File: src/hdl/ebi_regs.svh
// Constants of the external bus interface
`ifndef EBI_REGS_SVH
`define EBI_REGS_SVH
`define EBI_AW        20
`define EBI_DW        16
`define EBI_CW        4
`define EBI_Z0_AW     12
`define EBI_Z0_HI     8'h00
`define EBI_ZN        3
`define EBI_WB_DEPTH  2'h3
`define EBI_WB_LAST   2'h2
`define EBI_LEAD_RST  3'h6
`define EBI_ACT_RST   3'h7
`define EBI_TRL_RST   2'h3
`define EBI_CS_OFF    3'h7
`define EBI_CNT_ONE   4'h1
`define EBI_PER_SLOW  2'h3
`define EBI_PER_FAST  2'h1
`endif

File: src/hdl/ebi_pkg.sv
// Types shared by the external bus interface modules
package ebi_pkg;
`include "ebi_regs.svh"
  typedef enum logic [1:0] {
    EBI_Z0 = 2'b00,
    EBI_Z6 = 2'b01,
    EBI_Z7 = 2'b10
  } ebi_zone_t;
  typedef struct packed {
    logic [2:0] lead;
    logic [2:0] active;
    logic [1:0] trail;
  } ebi_phase_t;
  typedef struct packed {
    ebi_phase_t rd;
    ebi_phase_t wr;
    logic       dbl;
    logic       rdy_en;
  } ebi_zcfg_t;
  typedef struct packed {
    logic                wr;
    ebi_zone_t           zone;
    logic [`EBI_AW-1:0]  addr;
    logic [`EBI_DW-1:0]  data;
  } ebi_acc_t;
  typedef enum logic [1:0] {
    ST_IDLE   = 2'b00,
    ST_LEAD   = 2'b01,
    ST_ACTIVE = 2'b10,
    ST_TRAIL  = 2'b11
  } ebi_state_t;
  localparam ebi_phase_t EBI_PH_RST = '{
    lead: `EBI_LEAD_RST, active: `EBI_ACT_RST, trail: `EBI_TRL_RST};
  localparam ebi_zcfg_t EBI_ZCFG_RST = '{
    rd: EBI_PH_RST, wr: EBI_PH_RST, dbl: 1'b0, rdy_en: 1'b0};
endpackage : ebi_pkg

File: src/hdl/ebi_if.sv
// Interfaces between the bus engine, clock divider and write buffer
`timescale 1ns/1ps
interface ebi_clk_if;
  logic timing_half;
  logic out_half;
  logic clk_off;
  logic tick;
  logic rise;
  logic outclk;
  logic outclk_oe;
  modport gen (input timing_half, out_half, clk_off,
               output tick, rise, outclk, outclk_oe);
  modport eng (output timing_half, out_half, clk_off,
               input tick, rise, outclk, outclk_oe);
endinterface : ebi_clk_if

interface ebi_q_if;
  import ebi_pkg::*;
  logic       push;
  logic       pop;
  logic       valid;
  ebi_acc_t   wdata;
  ebi_acc_t   head;
  logic [1:0] count;
  modport fifo (input push, pop, wdata, output valid, head, count);
  modport eng (output push, pop, wdata, input valid, head, count);
endinterface : ebi_q_if

File: src/hdl/ebi_clkgen.sv
// Timing clock steps and output bus clock divider
`timescale 1ns/1ps
module ebi_clkgen (
  input wire logic clk,
  input wire logic rst,
  ebi_clk_if.gen   ck
);
  import ebi_pkg::*;

  logic [1:0] ph_ff;
  logic [1:0] plen;
  logic [1:0] nxt_ph;
  logic       tick_ff;
  logic       rise_ff;
  logic       outclk_ff;
  logic       oe_ff;

  // ----------------------------------------
  // Divider phase
  // ----------------------------------------
  always_comb begin
    plen = (ck.timing_half && ck.out_half) ? `EBI_PER_SLOW : `EBI_PER_FAST;
    nxt_ph = (ph_ff >= plen) ? 2'h0 : ph_ff + 2'h1;
  end

  always_ff @(posedge clk or posedge rst) begin
    if (rst) begin
      ph_ff     <= 2'h0;
      tick_ff   <= 1'b0;
      rise_ff   <= 1'b0;
      outclk_ff <= 1'b0;
      oe_ff     <= 1'b1;
    end else begin
      ph_ff     <= nxt_ph;
      tick_ff   <= ck.timing_half ? nxt_ph[0] : 1'b1;
      rise_ff   <= (nxt_ph == plen);
      outclk_ff <= (nxt_ph <= (plen >> 1));
      oe_ff     <= ~ck.clk_off;
    end
  end

  assign ck.tick      = tick_ff;
  assign ck.rise      = rise_ff;
  assign ck.outclk    = outclk_ff;
  assign ck.outclk_oe = oe_ff;
endmodule : ebi_clkgen

File: src/hdl/ebi_wbuf.sv
// Access queue holding every accepted read and write in order
`timescale 1ns/1ps
module ebi_wbuf (
  input wire logic clk,
  input wire logic rst,
  ebi_q_if.fifo    q
);
  import ebi_pkg::*;

  ebi_acc_t   mem [`EBI_ZN];
  logic [1:0] wp_ff;
  logic [1:0] rp_ff;
  logic [1:0] cnt_ff;
  logic       push_ok;
  logic       pop_ok;

  function automatic logic [1:0] ebi_inc(input logic [1:0] p);
    return (p == `EBI_WB_LAST) ? 2'h0 : p + 2'h1;
  endfunction : ebi_inc

  assign push_ok = q.push && (cnt_ff != `EBI_WB_DEPTH);
  assign pop_ok  = q.pop && (cnt_ff != 2'h0);

  // ----------------------------------------
  // Storage and pointers
  // ----------------------------------------
  always_ff @(posedge clk) begin
    if (push_ok) begin
      mem[wp_ff] <= q.wdata;
    end
  end

  always_ff @(posedge clk or posedge rst) begin
    if (rst) begin
      wp_ff  <= 2'h0;
      rp_ff  <= 2'h0;
      cnt_ff <= 2'h0;
    end else begin
      if (push_ok) begin
        wp_ff <= ebi_inc(wp_ff);
      end
      if (pop_ok) begin
        rp_ff <= ebi_inc(rp_ff);
      end
      unique case ({push_ok, pop_ok})
        2'b10: cnt_ff <= cnt_ff + 2'h1;
        2'b01: cnt_ff <= cnt_ff - 2'h1;
        default: cnt_ff <= cnt_ff;
      endcase
    end
  end

  assign q.valid = (cnt_ff != 2'h0);
  assign q.head  = mem[rp_ff];
  assign q.count = cnt_ff;
endmodule : ebi_wbuf

File: src/hdl/ebi_top.sv
// External asynchronous bus interface: zones, timing, write buffer
//
// How it works
// - Zone 0 accesses run in program order; writes finish before reads.
// - A read after a write waits idle until that write has finished.
// - Timing clock runs at system clock or half; half after reset.
// - Every bus access begins on an output bus clock rising edge.
// - Output clock is a quarter of system clock when both half bits are set, else half; quarter after reset.
// - Setting the clock disable bit stops driving the output clock pin.
// - Write buffer off after reset; up to three writes taken unstalled.
// - Access has lead, active and trail phases counted in timing steps.
// - Each zone has separate read and write phase counts.
// - Zone doubling bit doubles its lead, active and trail counts.
// - Lead phase drives zone chip select low and the address out.
// - Lead defaults to six timing steps for every zone and direction.
// - Zone 0 drives addresses 0 to 0xfff; zones 6, 7 full range.
// - One shared 20-bit address bus; chip select alone names the zone.
// - Zone may extend active phase until external ready goes high.
`timescale 1ns/1ps
`include "ebi_regs.svh"
module ebi_top (
  input  wire logic                   clk,
  input  wire logic                   rst,
  input  wire logic                   req_valid,
  input  wire logic                   req_write,
  input  wire ebi_pkg::ebi_zone_t     req_zone,
  input  wire logic [`EBI_AW-1:0]     req_addr,
  input  wire logic [`EBI_DW-1:0]     req_wdata,
  output logic                        req_ready,
  output logic                        rd_valid,
  output logic [`EBI_DW-1:0]          rd_data,
  input  wire logic                   cfg_load,
  input  wire logic                   cfg_timing_half,
  input  wire logic                   cfg_out_half,
  input  wire logic                   cfg_clk_off,
  input  wire logic [1:0]             cfg_wbuf_depth,
  input  wire ebi_pkg::ebi_zcfg_t [2:0] cfg_zone,
  output logic                        bus_idle,
  output logic                        bus_output_clock,
  output logic                        bus_output_clock_oe,
  output logic                        zone0_chip_select_n,
  output logic                        zone6_chip_select_n,
  output logic                        zone7_chip_select_n,
  output logic [`EBI_AW-1:0]          external_address_bus,
  output logic                        read_strobe_n,
  output logic                        write_strobe_n,
  input  wire logic [`EBI_DW-1:0]     data_in,
  output logic [`EBI_DW-1:0]          data_out,
  output logic                        data_oe,
  input  wire logic                   external_ready_input
);
  import ebi_pkg::*;

  ebi_clk_if ck ();
  ebi_q_if   q ();

  logic                tim_half_ff;
  logic                out_half_ff;
  logic                clk_off_ff;
  logic [1:0]          depth_ff;
  ebi_zcfg_t [2:0]     zcfg_ff;
  ebi_state_t          state_ff;
  logic [`EBI_CW-1:0]  cnt_ff;
  ebi_acc_t            acc_ff;
  logic                hold_ff;
  logic                ready_ff;
  logic                idle_ff;
  logic [2:0]          cs_n_ff;
  logic [`EBI_AW-1:0]  addr_ff;
  logic                rd_n_ff;
  logic                wr_n_ff;
  logic [`EBI_DW-1:0]  dout_ff;
  logic                doe_ff;
  logic [`EBI_DW-1:0]  rdata_ff;
  logic                rvalid_ff;
  logic                rdy_s1_ff;
  logic                rdy_s2_ff;
  logic [`EBI_DW-1:0]  din_s1_ff;
  logic [`EBI_DW-1:0]  din_s2_ff;
  logic [`EBI_CW-1:0]  lt_ff;
  logic [`EBI_CW-1:0]  exp_ff;
  ebi_zcfg_t           hd_cfg;
  ebi_zcfg_t           cur_cfg;
  ebi_phase_t          hd_ph;
  ebi_phase_t          cur_ph;
  logic                busy;
  logic [2:0]          occ;
  logic                take;
  logic                buf_ok;
  logic                start;
  logic                lead_end;
  logic                act_end;
  logic                done;

  // ----------------------------------------
  // Helpers
  // ----------------------------------------
  function automatic ebi_zcfg_t ebi_zsel(input ebi_zcfg_t [2:0] c,
                                         input ebi_zone_t z);
    unique case (z)
      EBI_Z0:  return c[0];
      EBI_Z6:  return c[1];
      EBI_Z7:  return c[2];
      default: return c[2];
    endcase
  endfunction : ebi_zsel

  function automatic ebi_phase_t ebi_dir(input ebi_zcfg_t c,
                                         input logic wr);
    return wr ? c.wr : c.rd;
  endfunction : ebi_dir

  function automatic logic [`EBI_CW-1:0] ebi_len(input logic [2:0] n,
                                                 input logic dbl);
    logic [2:0] m;
    m = (n == 3'h0) ? 3'h1 : n;
    return dbl ? {m, 1'b0} : {1'b0, m};
  endfunction : ebi_len

  // ----------------------------------------
  // Configuration word
  // ----------------------------------------
  always_ff @(posedge clk or posedge rst) begin
    if (rst) begin
      tim_half_ff <= 1'b1;
      out_half_ff <= 1'b1;
      clk_off_ff  <= 1'b0;
      depth_ff    <= 2'h0;
      for (int i = 0; i < `EBI_ZN; i++) begin
        zcfg_ff[i] <= EBI_ZCFG_RST;
      end
    end else if (cfg_load) begin
      // Requester keeps the bus quiet across a load
      tim_half_ff <= cfg_timing_half;
      out_half_ff <= cfg_out_half;
      clk_off_ff  <= cfg_clk_off;
      depth_ff    <= (cfg_wbuf_depth > `EBI_WB_DEPTH) ? `EBI_WB_DEPTH
                                                      : cfg_wbuf_depth;
      for (int i = 0; i < `EBI_ZN; i++) begin
        zcfg_ff[i] <= cfg_zone[i];
      end
    end
  end

  assign ck.timing_half = tim_half_ff;
  assign ck.out_half    = out_half_ff;
  assign ck.clk_off     = clk_off_ff;

  ebi_clkgen u_clkgen (.clk(clk), .rst(rst), .ck(ck.gen));
  ebi_wbuf   u_wbuf   (.clk(clk), .rst(rst), .q(q.fifo));

  // ----------------------------------------
  // Pin synchronisers
  // ----------------------------------------
  always_ff @(posedge clk or posedge rst) begin
    if (rst) begin
      rdy_s1_ff <= 1'b0;
      rdy_s2_ff <= 1'b0;
      din_s1_ff <= '0;
      din_s2_ff <= '0;
    end else begin
      rdy_s1_ff <= external_ready_input;
      rdy_s2_ff <= rdy_s1_ff;
      din_s1_ff <= data_in;
      din_s2_ff <= din_s1_ff;
    end
  end

  // ----------------------------------------
  // Request intake
  // ----------------------------------------
  assign busy    = (state_ff != ST_IDLE);
  assign occ     = {1'b0, q.count} + {2'b00, busy};
  assign take    = req_valid && ready_ff;
  assign buf_ok  = req_write && (depth_ff != 2'h0);
  assign q.push  = take;
  assign q.wdata = '{wr: req_write, zone: req_zone, addr: req_addr,
                     data: req_wdata};

  always_ff @(posedge clk or posedge rst) begin
    if (rst) begin
      hold_ff  <= 1'b0;
      ready_ff <= 1'b0;
      idle_ff  <= 1'b1;
    end else begin
      if (take && !buf_ok) begin
        hold_ff <= 1'b1;
      end else if (done && (q.count == 2'h0)) begin
        hold_ff <= 1'b0;
      end
      // Reads and unbuffered writes wait for an empty bus
      ready_ff <= !take && !hold_ff &&
                  (buf_ok ? (occ < {1'b0, depth_ff})
                          : (occ == 3'h0));
      idle_ff  <= (occ == 3'h0) && !take;
    end
  end

  // ----------------------------------------
  // Access engine
  // ----------------------------------------
  assign hd_cfg   = ebi_zsel(zcfg_ff, q.head.zone);
  assign hd_ph    = ebi_dir(hd_cfg, q.head.wr);
  assign cur_cfg  = ebi_zsel(zcfg_ff, acc_ff.zone);
  assign cur_ph   = ebi_dir(cur_cfg, acc_ff.wr);
  assign start    = !busy && q.valid && ck.rise;
  assign q.pop    = start;
  assign lead_end = (state_ff == ST_LEAD) && ck.tick &&
                    (cnt_ff == `EBI_CNT_ONE);
  assign act_end  = (state_ff == ST_ACTIVE) && ck.tick &&
                    (cnt_ff == `EBI_CNT_ONE) &&
                    (!cur_cfg.rdy_en || rdy_s2_ff);
  assign done     = (state_ff == ST_TRAIL) && ck.tick &&
                    (cnt_ff == `EBI_CNT_ONE);

  always_ff @(posedge clk or posedge rst) begin
    if (rst) begin
      state_ff <= ST_IDLE;
      cnt_ff   <= '0;
      acc_ff   <= '0;
    end else begin
      unique case (state_ff)
        ST_IDLE: if (start) begin
          state_ff <= ST_LEAD;
          cnt_ff   <= ebi_len(hd_ph.lead, hd_cfg.dbl);
          acc_ff   <= q.head;
        end
        ST_LEAD: if (lead_end) begin
          state_ff <= ST_ACTIVE;
          cnt_ff   <= ebi_len(cur_ph.active, cur_cfg.dbl);
        end else if (ck.tick) begin
          cnt_ff <= cnt_ff - `EBI_CNT_ONE;
        end
        ST_ACTIVE: if (act_end) begin
          state_ff <= ST_TRAIL;
          cnt_ff   <= ebi_len({1'b0, cur_ph.trail}, cur_cfg.dbl);
        end else if (ck.tick && (cnt_ff != `EBI_CNT_ONE)) begin
          cnt_ff <= cnt_ff - `EBI_CNT_ONE;
        end
        ST_TRAIL: if (done) begin
          state_ff <= ST_IDLE;
        end else if (ck.tick) begin
          cnt_ff <= cnt_ff - `EBI_CNT_ONE;
        end
      endcase
    end
  end

  // ----------------------------------------
  // Bus pins
  // ----------------------------------------
  always_ff @(posedge clk or posedge rst) begin
    if (rst) begin
      cs_n_ff   <= `EBI_CS_OFF;
      addr_ff   <= '0;
      rd_n_ff   <= 1'b1;
      wr_n_ff   <= 1'b1;
      dout_ff   <= '0;
      doe_ff    <= 1'b0;
      rdata_ff  <= '0;
      rvalid_ff <= 1'b0;
    end else begin
      rvalid_ff <= done && !acc_ff.wr;
      if (start) begin
        cs_n_ff <= ~(3'b001 << q.head.zone);
        addr_ff <= (q.head.zone == EBI_Z0)
                   ? {`EBI_Z0_HI, q.head.addr[`EBI_Z0_AW-1:0]}
                   : q.head.addr;
        dout_ff <= q.head.data;
        doe_ff  <= q.head.wr;
      end else if (done) begin
        cs_n_ff <= `EBI_CS_OFF;
        doe_ff  <= 1'b0;
      end
      if (lead_end) begin
        rd_n_ff <= acc_ff.wr;
        wr_n_ff <= !acc_ff.wr;
      end else if (act_end) begin
        rd_n_ff  <= 1'b1;
        wr_n_ff  <= 1'b1;
        rdata_ff <= acc_ff.wr ? rdata_ff : din_s2_ff;
      end
    end
  end

  assign req_ready            = ready_ff;
  assign rd_valid             = rvalid_ff;
  assign rd_data              = rdata_ff;
  assign bus_idle             = idle_ff;
  assign bus_output_clock     = ck.outclk;
  assign bus_output_clock_oe  = ck.outclk_oe;
  assign zone0_chip_select_n  = cs_n_ff[0];
  assign zone6_chip_select_n  = cs_n_ff[1];
  assign zone7_chip_select_n  = cs_n_ff[2];
  assign external_address_bus = addr_ff;
  assign read_strobe_n        = rd_n_ff;
  assign write_strobe_n       = wr_n_ff;
  assign data_out             = dout_ff;
  assign data_oe              = doe_ff;

  // ----------------------------------------
  // Checks
  // ----------------------------------------
  always_ff @(posedge clk or posedge rst) begin
    if (rst) begin
      lt_ff  <= '0;
      exp_ff <= '0;
    end else if (start) begin
      lt_ff  <= '0;
      exp_ff <= ebi_len(hd_ph.lead, hd_cfg.dbl);
    end else if ((state_ff == ST_LEAD) && ck.tick) begin
      lt_ff <= lt_ff + `EBI_CNT_ONE;
    end
  end
endmodule : ebi_top

File: config.mk
export PLATFORM = sky130hd
export DESIGN_NAME = ebi_top
export DESIGN_NICKNAME = d
export VERILOG_FILES = /design/src/hdl/ebi_pkg.sv /design/src/hdl/ebi_if.sv /design/src/hdl/ebi_clkgen.sv /design/src/hdl/ebi_wbuf.sv /design/src/hdl/ebi_top.sv
export VERILOG_INCLUDE_DIRS = /design/src /design/src/hdl
export SDC_FILE = /design/constraint.sdc
export NUM_CORES = 1
export LEC_CHECK = 0
export ABC_CLOCK_PERIOD_IN_PS = 7350
export BUFFER_PORTS_ARGS = -buffer_cell sky130_fd_sc_hd__buf_2
export CORE_ASPECT_RATIO = 0.5
export CORE_UTILIZATION = 40
export CTS_CLUSTER_SIZE = 40
export DETAILED_ROUTE_END_ITERATION = 6
export PLACE_DENSITY = 0.63
export SKIP_CTS_REPAIR_TIMING = 1
export SLEW_MARGIN = 20
export SYNTH_ARGS = -nofsm -noshare
export SYNTH_HDL_FRONTEND = slang
export SYNTH_SLANG_ARGS = --single-unit
File: constraint.sdc
create_clock -name clk -period 7.35 [get_ports clk]
set_clock_uncertainty 0.1 [all_clocks]
set_input_delay 1.1025 -clock clk [delete_from_list [all_inputs] [get_ports clk]]
set_output_delay 1.1025 -clock clk [all_outputs]
set_load 0.05 [all_outputs]
* After elaboration in Yosys (flattened, before gate mapping)
Memories as Yosys holds them, arrays and structs flattened.
Index checks and enable logic that the tools add are counted.
** Operators by class
- Shift-type cells :: 1
- Muxes and demuxes :: 42
- $lt $le $gt $ge :: 4
- Reductions and logical operators :: 47
- $add $sub $neg :: 7
- Equality and inequality tests :: 19
- Bitwise logic cells :: 4
** Operators with widths (count)
- $pmux 18 s2 :: 1
- $mux 4 :: 8
- $pmux 15 s2 :: 1
- $logic_and 1x1->1 :: 21
- $mux 2 :: 10
- $mux 20 :: 1
- $pmux 4 s4 :: 1
- $mux 3 :: 5
- $reduce_bool 2->1 :: 7
- $mux 1 :: 11
- $eq 2x2->1 const B :: 5
- $logic_not 2->1 :: 5
- $ne 2x2->1 const B :: 5
- $logic_not 3->1 :: 3
- $add 2x1->2 const B :: 4
- $eq 2x1->1 const B :: 4
- $mux 8 :: 1
- $pmux 2 s4 :: 1
- $logic_not 1->1 :: 6
- $reduce_and 3->1 :: 2
- $mux 5 :: 1
- $eq 4x1->1 const B :: 1
- $ne 4x1->1 const B :: 1
- $pmux 2 s2 :: 1
- other kinds (16) :: 18
** Word-level totals
- Register bits :: 176
- Output and inout bits :: 63
- Bits of input ports :: 119
- Memories kept :: 1
- Word-level logic and storage cells :: 180
- RAM bits :: 117
** Memory list
- u_wbuf.mem :: words 3, width 39, read ports 1, clocked after memory_dff 0, write ports 1, RTL line ebi_wbuf.sv:10 : ebi_acc_t mem [`EBI_ZN];

* Depth between registers and ports, before layout
Gate-level depths: netlist of the first run.
An unclocked memory read counts as a cell.
- Depth after elaboration :: 9
- Gate-level depth with buffers :: 11
- Mapped depth without buffers :: 10

* Modules after synthesis
A second synthesis of the first run with hierarchy kept.
** Unflattened totals
- Cell total of the unflattened synthesis :: 839
- Area, all modules :: 11751.3 um^2
** Modules (own cells, without submodules)
- ebi_top :: times used 1, cells each 543, seq. area each 4166.5 um^2, area an instance 6862.8 um^2
- ebi_wbuf :: times used 1, cells each 274, seq. area each 3663.5 um^2, area an instance 4626.9 um^2
- ebi_clkgen :: times used 1, cells each 22, seq. area each 151.4 um^2, area an instance 261.5 um^2

* Least setup slack after synthesis of the first run
No wires, ideal clock.
- Kind :: input-to-reg
- Start point :: in req_valid
- End point :: mem u_wbuf.mem[1][0] (netlist bit), enable pin
- Library setup time :: 495 ps
- Arrival :: 4258 ps
- Setup slack :: 2497 ps
- Data required time :: 6755 ps
- Stages on the path :: 2
- Buffers on the path :: 0
- Cell sequence :: nand3_1 nor3b_1
** Between the ends
- Word-level cells in the longest chain between the ends :: 4
** Ends and longest elaborated chain
- start: declaration :: RTL line ebi_top.sv:24 : input wire logic req_valid,
- $logic_and 1x1->1 :: RTL line ebi_top.sv:174 : assign take = req_valid && ready_ff;
- $logic_and 1x1->1 :: RTL line ebi_wbuf.sv:21 : assign push_ok = q.push && (cnt_ff != `EBI_WB_DEPTH);
- $mux 1 :: RTL line ebi_wbuf.sv:28 : if (push_ok) begin
- $mux 1 (not written as such) :: RTL line ebi_wbuf.sv:29 : mem[wp_ff] <= q.wdata;
- end: declaration :: RTL line ebi_wbuf.sv:10
Every way passes these cells.

* Worst setup path after layout of the first run
- Start point :: reg u_wbuf.rp_ff[1]
- End point :: reg cnt_ff[2]
** Between the ends
- Word-level cells in the longest chain between the ends :: 9
** Ends and longest elaborated chain
- start: declaration :: RTL line ebi_wbuf.sv:12 : logic [1:0] rp_ff;
- start signal: assignment :: RTL line ebi_wbuf.sv:43 : rp_ff <= ebi_inc(rp_ff);
- $mem_v2 3x39 *
- $eq 2x1->1 or $logic_not 2->1 (tied branches) :: RTL line ebi_top.sv:100 : unique case (z)
- $pmux 18 s2 :: RTL line ebi_top.sv:100
- $mux 8 :: RTL line ebi_top.sv:110 : return wr ? c.wr : c.rd;
- $logic_not 3->1
- $mux 3
- $mux 4 *
- $mux 4 * :: RTL line ebi_top.sv:223 : ST_IDLE: if (start) begin
- $pmux 4 s4 * :: RTL line ebi_top.sv:222 : unique case (state_ff)
- end signal: assignment :: RTL line ebi_top.sv:225 : cnt_ff <= ebi_len(hd_ph.lead, hd_cfg.dbl);
- end signal: assignment :: RTL line ebi_top.sv:230 : cnt_ff <= ebi_len(cur_ph.active, cur_cfg.dbl);
- end signal: assignment :: RTL line ebi_top.sv:232 : cnt_ff <= cnt_ff - `EBI_CNT_ONE;
- end: declaration :: RTL line ebi_top.sv:63 : logic [`EBI_CW-1:0] cnt_ff;
Mark *: on every way between the ends. The rest lies on a longest branch, timed or not. The select of a mux whose other input is x is not followed.
A chain may end at the register's enable or synchronous reset.

==> results of run 1 <==
-- metrics by stage --
step | worst slack, ns | area, sq um | std cells
final | 4.433 | 13780 | 1411
after global routing | 4.171 | 13780 | 1410
after CTS | 4.440 | 13780 | 1410
after detailed placement | 4.403 | 12930 | 1360
after global placement | 4.437 | 12930 | 1360
after floorplan | 1.458 | 11670 | 833
-- layer usage --
metal | routed length (um) | up-vias | share of wire | track usage
met3 | 1047 | 33 | 0.044 | 0.03674
met2 | 12230 | 124 | 0.51 | 0.2812
met1 | 10360 | 3517 | 0.43 | 0.2071
li1 | - | 3368 | - | -
met5 | 27 | - | 0.0011 | 0
met4 | 382 | 4 | 0.016 | 0.03789
-- flip-flops by register name, summed over array words and instances (netlist names), 4 cells and up --
signal / count
zcfg_ff: 54
din_s1_ff: 16
rd_data: 16
cnt_ff: 4
din_s2_ff: 16
u_wbuf.mem: 117
data_out: 16
external_address_bus: 20
-- layout make-up --
class,instances,area (sq um)
clock inverters,13,103.9
repair buffers,189,965.9
inverters,16,67.56
well taps,382,478.0
flip-flops and latches,293,7984
multi-input cells,480,3438
fillers,2511,14410
diodes,1,2.502
clock buffers,37,743.2
-- power breakdown --
part           switching, mW  leakage [nW]  total [mW]  internal (mW)
clock                  0.598         0.421        1.34          0.747
sequential             0.217          3.12        2.22           2.00
combinational           1.30          2.28        1.94          0.636
total                   2.12          5.82        5.50           3.38
-- worst max path at each step --
stage	from	end	slack [ns]
5_1_grt	u_wbuf.rp_ff[1]$_DFFE_PP0P_	cnt_ff[2]$_DFFE_PP0P_	4.17
3_3_place_gp	rst	acc_ff[38]$_DFFE_PP0P_	4.44
4_1_cts	u_wbuf.rp_ff[1]$_DFFE_PP0P_	cnt_ff[2]$_DFFE_PP0P_	4.44
3_5_place_dp	rst	rd_valid$_DFF_PP0_	4.40
6_report	u_wbuf.rp_ff[1]$_DFFE_PP0P_	cnt_ff[2]$_DFFE_PP0P_	4.43
2_1_floorplan	rst	acc_ff[36]$_DFFE_PP0P_	1.46
-- logic make-up after synthesis --
logic type / synth area share
AOI/OAI and AO/OA: 0.08280
xor gates and xnor gates: 0.005255
adders and majority gates: 0.01351
buffers and inverters: 0.02242
DFF: 0.6841
muxes: 0.1301
and+or+nand+nor: 0.06178
-- critical path, delay by kind of cell (launching register included) --
| family | cells | cell delay, ns |
|---|---|---|
| AOI/OAI and AO/OA | 4 | 1.36 |
| buffers and inverters | 1 | 0.66 |
| DFF | 1 | 0.34 |
| and+or+nand+nor | 1 | 0.30 |
-- layout by cell type (no fill, tap or decap), drive strengths merged, types with 5 or more instances in the layout --
cell | synthesis | layout
nor2 | 58 | 58
inv | 16 | 17
dfstp | 51 | 51
nand2 | 64 | 64
clkinv | 0 | 10
nand3 | 9 | 9
ha | 11 | 11
mux2i | 57 | 57
buf | 17 | 189
nor3 | 7 | 7
clkbuf | 27 | 37
o21ai | 60 | 60
a211oi | 5 | 5
o31ai | 5 | 5
nor2b | 6 | 6
a21oi | 51 | 51
edfxtp | 117 | 117
nor3b | 5 | 5
mux2 | 79 | 79
xnor2 | 6 | 6
o211ai | 5 | 5
dfrtp | 125 | 125
==> results_dict.tcl, run 1 <==
set metrics [dict create \
    fmax_mhz 342.8 \
    hp-class "reg -> reg" \
    seq_area_frac_synth 0.6841 \
    finalPower_mw 5.498 \
    timing.hold.ws_ns 0.2479 \
    grt_usage 0.1616 \
    synthCells 833 \
    dieArea_sq_um 29890 \
    utilization 0.4889 \
    yosys.area.top_type_share 0.3012 \
    clockRootBuffer "clkbuf_16" \
    die_h_um 122.8 \
    syn2layout_area_growth_pct 18.15 \
    post_drt_wl_per_cell_um 17.04 \
    rsz0062_at_grt "no" \
    slew_violations 0 \
    synth-seq-cells 293 \
    path_cells "buf_4 -> o21ai_0 -> a2111oi_0 -> a221oi_1 -> nor3_1 -> o41ai_2" \
    worst_pin_slew_ns 0.8763 \
    setup_violations 0 \
    first_pass_iters 5 \
    fin_nets 1138 \
    timing.final.crit_share 0.3969 \
    critPathMaxFanout 89 \
    cts.sinks 293 \
    regToRegEndpoint "cnt_ff[2]$_DFFE_PP0P_" \
    place_hpwl_um 15930 \
    period_needed_ns 2.917 \
    holdPathEnd "din_s2_ff[1]$_DFF_PP0_" \
    hold_depth 0 \
    yosys_warnings 0 \
    power_density_nw_per_um2 398.9 \
    fin_setup_tns_ns 0 \
    worstPathArrival_ns 3.22 \
    crit_path_max_incr_delay_ns 0.72 \
    critical_path_class "reg -> reg" \
    synth_largest_area_cell "edfxtp_1" \
    relSlewSlack 0.4158 \
    drive_above_1_share 0.3687 \
    crit_path_start_kind "flop" \
    endpoint_kind "flop" \
    grt_overflow 0 \
    start_util 0.4138 \
    antenna_found_initial 3 \
    ys_types 59 \
    via_count 7046 \
    ant_nets 0 \
    ir_drop_mv 0.1751 \
    ff2ff_path_depth 6 \
    drc 0 \
    htreeDepth 1 \
    status "finished clean" \
    hold_viol 0 \
    clk_path_buf_depth 3 \
    ys.flop_type "dfrtp_1" \
    pin_count 182 \
    ff2ff_setup_slack_ns 4.43 \
    crit_slowest_cell "a2111oi_0" \
    cts_buffers 27 \
    yosysMostFrequentCell "dfrtp_1" \
    async_flop_share 0.6007 \
    viasPerCell 4.994 \
    core_area_sq_um 28190 \
    cellLeakagePower_nw 5.815 \
    drt_iter0_drc 410 \
    synth-edff-count 117 \
    portBuffers 181 \
    syn_area_per_cell_sq_um 14.01 \
    path_clk_slew_ns 0.07 \
    synthesis.nets 964 \
    cts_tree "built" \
    yosys-top-cells-area "edfxtp_1, dfrtp_1, dfstp_2" \
    grt_pass1_vias 7044 \
    grt_first_pass_wirelength_um 37780 \
    rows 43 \
    grt_max_degree 121 \
    die_w_um 243.5 \
    syn_area_sq_um 11670 \
    yosys-top-cells-count "dfrtp_1, edfxtp_1, mux2_2" \
    reg2reg_from "u_wbuf.rp_ff[1]$_DFFE_PP0P_" \
    routed_wl_um 24040 \
    cp_data_required_time_ns 7.65 \
    gp_congestion 0.8074 \
    hp-start "din_s1_ff[1]$_DFF_PP0_" \
    clkLatencyLatePin_ns 0.54 \
    timing.max_cap.violations 0 \
]
(Power assumes the default switching activity.)
==> run 2: changes to the inputs <==
--- a/config.mk
+++ b/config.mk
@@ -6,7 +6,7 @@
 export SDC_FILE = /design/constraint.sdc
 export NUM_CORES = 1
 export LEC_CHECK = 0
-export ABC_CLOCK_PERIOD_IN_PS = 7350
+export ABC_CLOCK_PERIOD_IN_PS = 2800
 export BUFFER_PORTS_ARGS = -buffer_cell sky130_fd_sc_hd__buf_2
 export CORE_ASPECT_RATIO = 0.5
 export CORE_UTILIZATION = 40
==> constraint.sdc (replaced) <==
create_clock -name clk -period 2.8 [get_ports clk]
set_clock_uncertainty 0.1 [all_clocks]
set_input_delay 0.42 -clock clk [delete_from_list [all_inputs] [get_ports clk]]
set_output_delay 0.42 -clock clk [all_outputs]
set_load 0.05 [all_outputs]
==> run 2 against run 1 <==
The flow now finishes with violations (hold timing). Cell area rose by 6.8%. Non-clock buffer count rose by 80. Setup slack lost 4.2 ns. Combinational power increased to 2.7 times the previous value. Sequential cell count unchanged. Clock power grew to 2.9 times the previous value. Clock-buffer cell count fell by 1. Critical endpoint unchanged. Highest routed layer is now met4.
==> results_dict.tcl, run 2 (synthesis results as in run 1) <==
set metrics [dict create \
    layout_common_cells "buf_2, dfrtp_1, edfxtp_1" \
    start_util 0.4138 \
    die_w_um 243.5 \
    cp_data_required_time_ns 3.11 \
    clkLatencyLatePin_ns 0.55 \
    critPathMaxFanout 6 \
    reg2reg_from "u_wbuf.rp_ff[0]$_DFFE_PP0P_" \
    timing.final.crit_share 0.9233 \
    fill_cells 2404 \
    gp_congestion 0.8152 \
    layout_setup_ws_ns 0.2148 \
    timing.hold.ws_ns -0.003211 \
    ff2ff_path_depth 6 \
    fin_nets 1218 \
    fmax_mhz 386.8 \
    first_pass_iters 4 \
    rows 43 \
    hold_depth 3 \
    ff2ff_setup_slack_ns 0.21 \
    pin_count 182 \
    grt_overflow 0 \
    drive_above_1_share 0.3484 \
    post_drt_wl_per_cell_um 17.18 \
    place_hpwl_um 16440 \
    worst_pin_slew_ns 0.8638 \
    status "complete, but fails checks" \
    viasPerCell 4.977 \
    drt_iter0_drc 480 \
    path_clk_slew_ns 0.07 \
    clk_path_buf_depth 3 \
    regToRegEndpoint "cnt_ff[2]$_DFFE_PP0P_" \
    critical_path_class "reg -> reg" \
    antenna_found_initial 1 \
    largest_reg_flops 117 \
    regMostFlops "u_wbuf.mem" \
    place_area_sq_um 13040 \
    syn2layout_area_growth_pct 26.23 \
    crit_path_start_kind "flop" \
    setup_violations 0 \
    final_common_cell "buf_2" \
    utilization 0.5224 \
    ir_drop_mv 0.5939 \
    hold_viol 1 \
    rsz0062_at_grt "no" \
    timing.max_cap.violations 0 \
    violations "hold timing" \
    fin_setup_tns_ns 0 \
    hp-start "cfg_zone[43]" \
    htreeDepth 1 \
    fin_area_sq_um 14730 \
    finalPower_mw 15.01 \
    routed_wl_um 25610 \
    finalNonFillerCells 1491 \
    grt_usage 0.1683 \
    dieArea_sq_um 29890 \
    period_needed_ns 2.585 \
    endpoint_kind "flop" \
    grt_pass1_vias 7137 \
    ant_nets 0 \
    cellLeakagePower_nw 6.212 \
    grt_max_degree 106 \
    cts_tree "built" \
    power_density_nw_per_um2 1019 \
    drc 0 \
    grt_first_pass_wirelength_um 39280 \
    clockRootBuffer "clkbuf_16" \
    slew_violations 0 \
    via_count 7421 \
    worstPathArrival_ns 2.90 \
    die_h_um 122.8 \
    dp_cells 1367 \
    core_area_sq_um 28190 \
    holdPathEnd "zcfg_ff[43]$_DFFE_PP0P_" \
    portBuffers 181 \
    cts.sinks 293 \
    hp-class "in -> reg" \
    place_ws_ns 0.2646 \
    cts_buffers 27 \
    relSlewSlack 0.4092 \
]
-- run 2: worst max path at each step --
stage                                start                          to  slack (ns)  cells after the start
2_1_floorplan          req_ready$_DFF_PP0_  u_wbuf.mem[2][0]$_DFFE_PP_       -0.37                      2
3_3_place_gp         cnt_ff[0]$_DFFE_PP0P_      rd_data[2]$_DFFE_PP0P_        0.36                      5
3_5_place_dp   u_wbuf.rp_ff[0]$_DFFE_PP0P_       cnt_ff[2]$_DFFE_PP0P_        0.26                      6
4_1_cts              cnt_ff[0]$_DFFE_PP0P_      rd_data[2]$_DFFE_PP0P_        0.24                      5
5_1_grt        u_wbuf.rp_ff[0]$_DFFE_PP0P_       cnt_ff[2]$_DFFE_PP0P_        0.04                      6
6_report       u_wbuf.rp_ff[0]$_DFFE_PP0P_       cnt_ff[2]$_DFFE_PP0P_        0.21                      6
-- run 2: cell type report --
class                           instances  area, sq um  area share
Tap cell                              382        478.0     0.03246
Clock inverter                         14        182.7     0.01240
Sequential cell                       293         7984      0.5421
Inverter                               16        63.81    0.004333
Antenna cell                            1        2.502   0.0001699
Timing Repair Buffer                  269         1787      0.1213
Multi-Input combinational cell        480         3457      0.2348
Clock buffer                           36        772.0     0.05242
-- run 2: worst max-delay path, stage by stage (launching register included) --
cell and delay [ns]:
dfrtp_2 0.46, mux2i_4 0.31, mux2_2 0.36, a2111oi_0 0.69
a221oi_1 0.17, nor3_1 0.27, o41ai_2 0.10
-- run 2: layer usage --
layer | GRT usage | part of all wire
met1 | 0.2279 | 0.44
met2 | 0.2792 | 0.50
met3 | 0.03105 | 0.035
met4 | 0.04883 | 0.025
met5 | 0 | 0
-- run 2: power by group --
group          total (mW)  internal, mW  switching [mW]
clock network        3.95          2.32            1.62
logic                5.27          1.77            3.50
registers            5.79          5.25           0.544
total                15.0          9.34            5.67
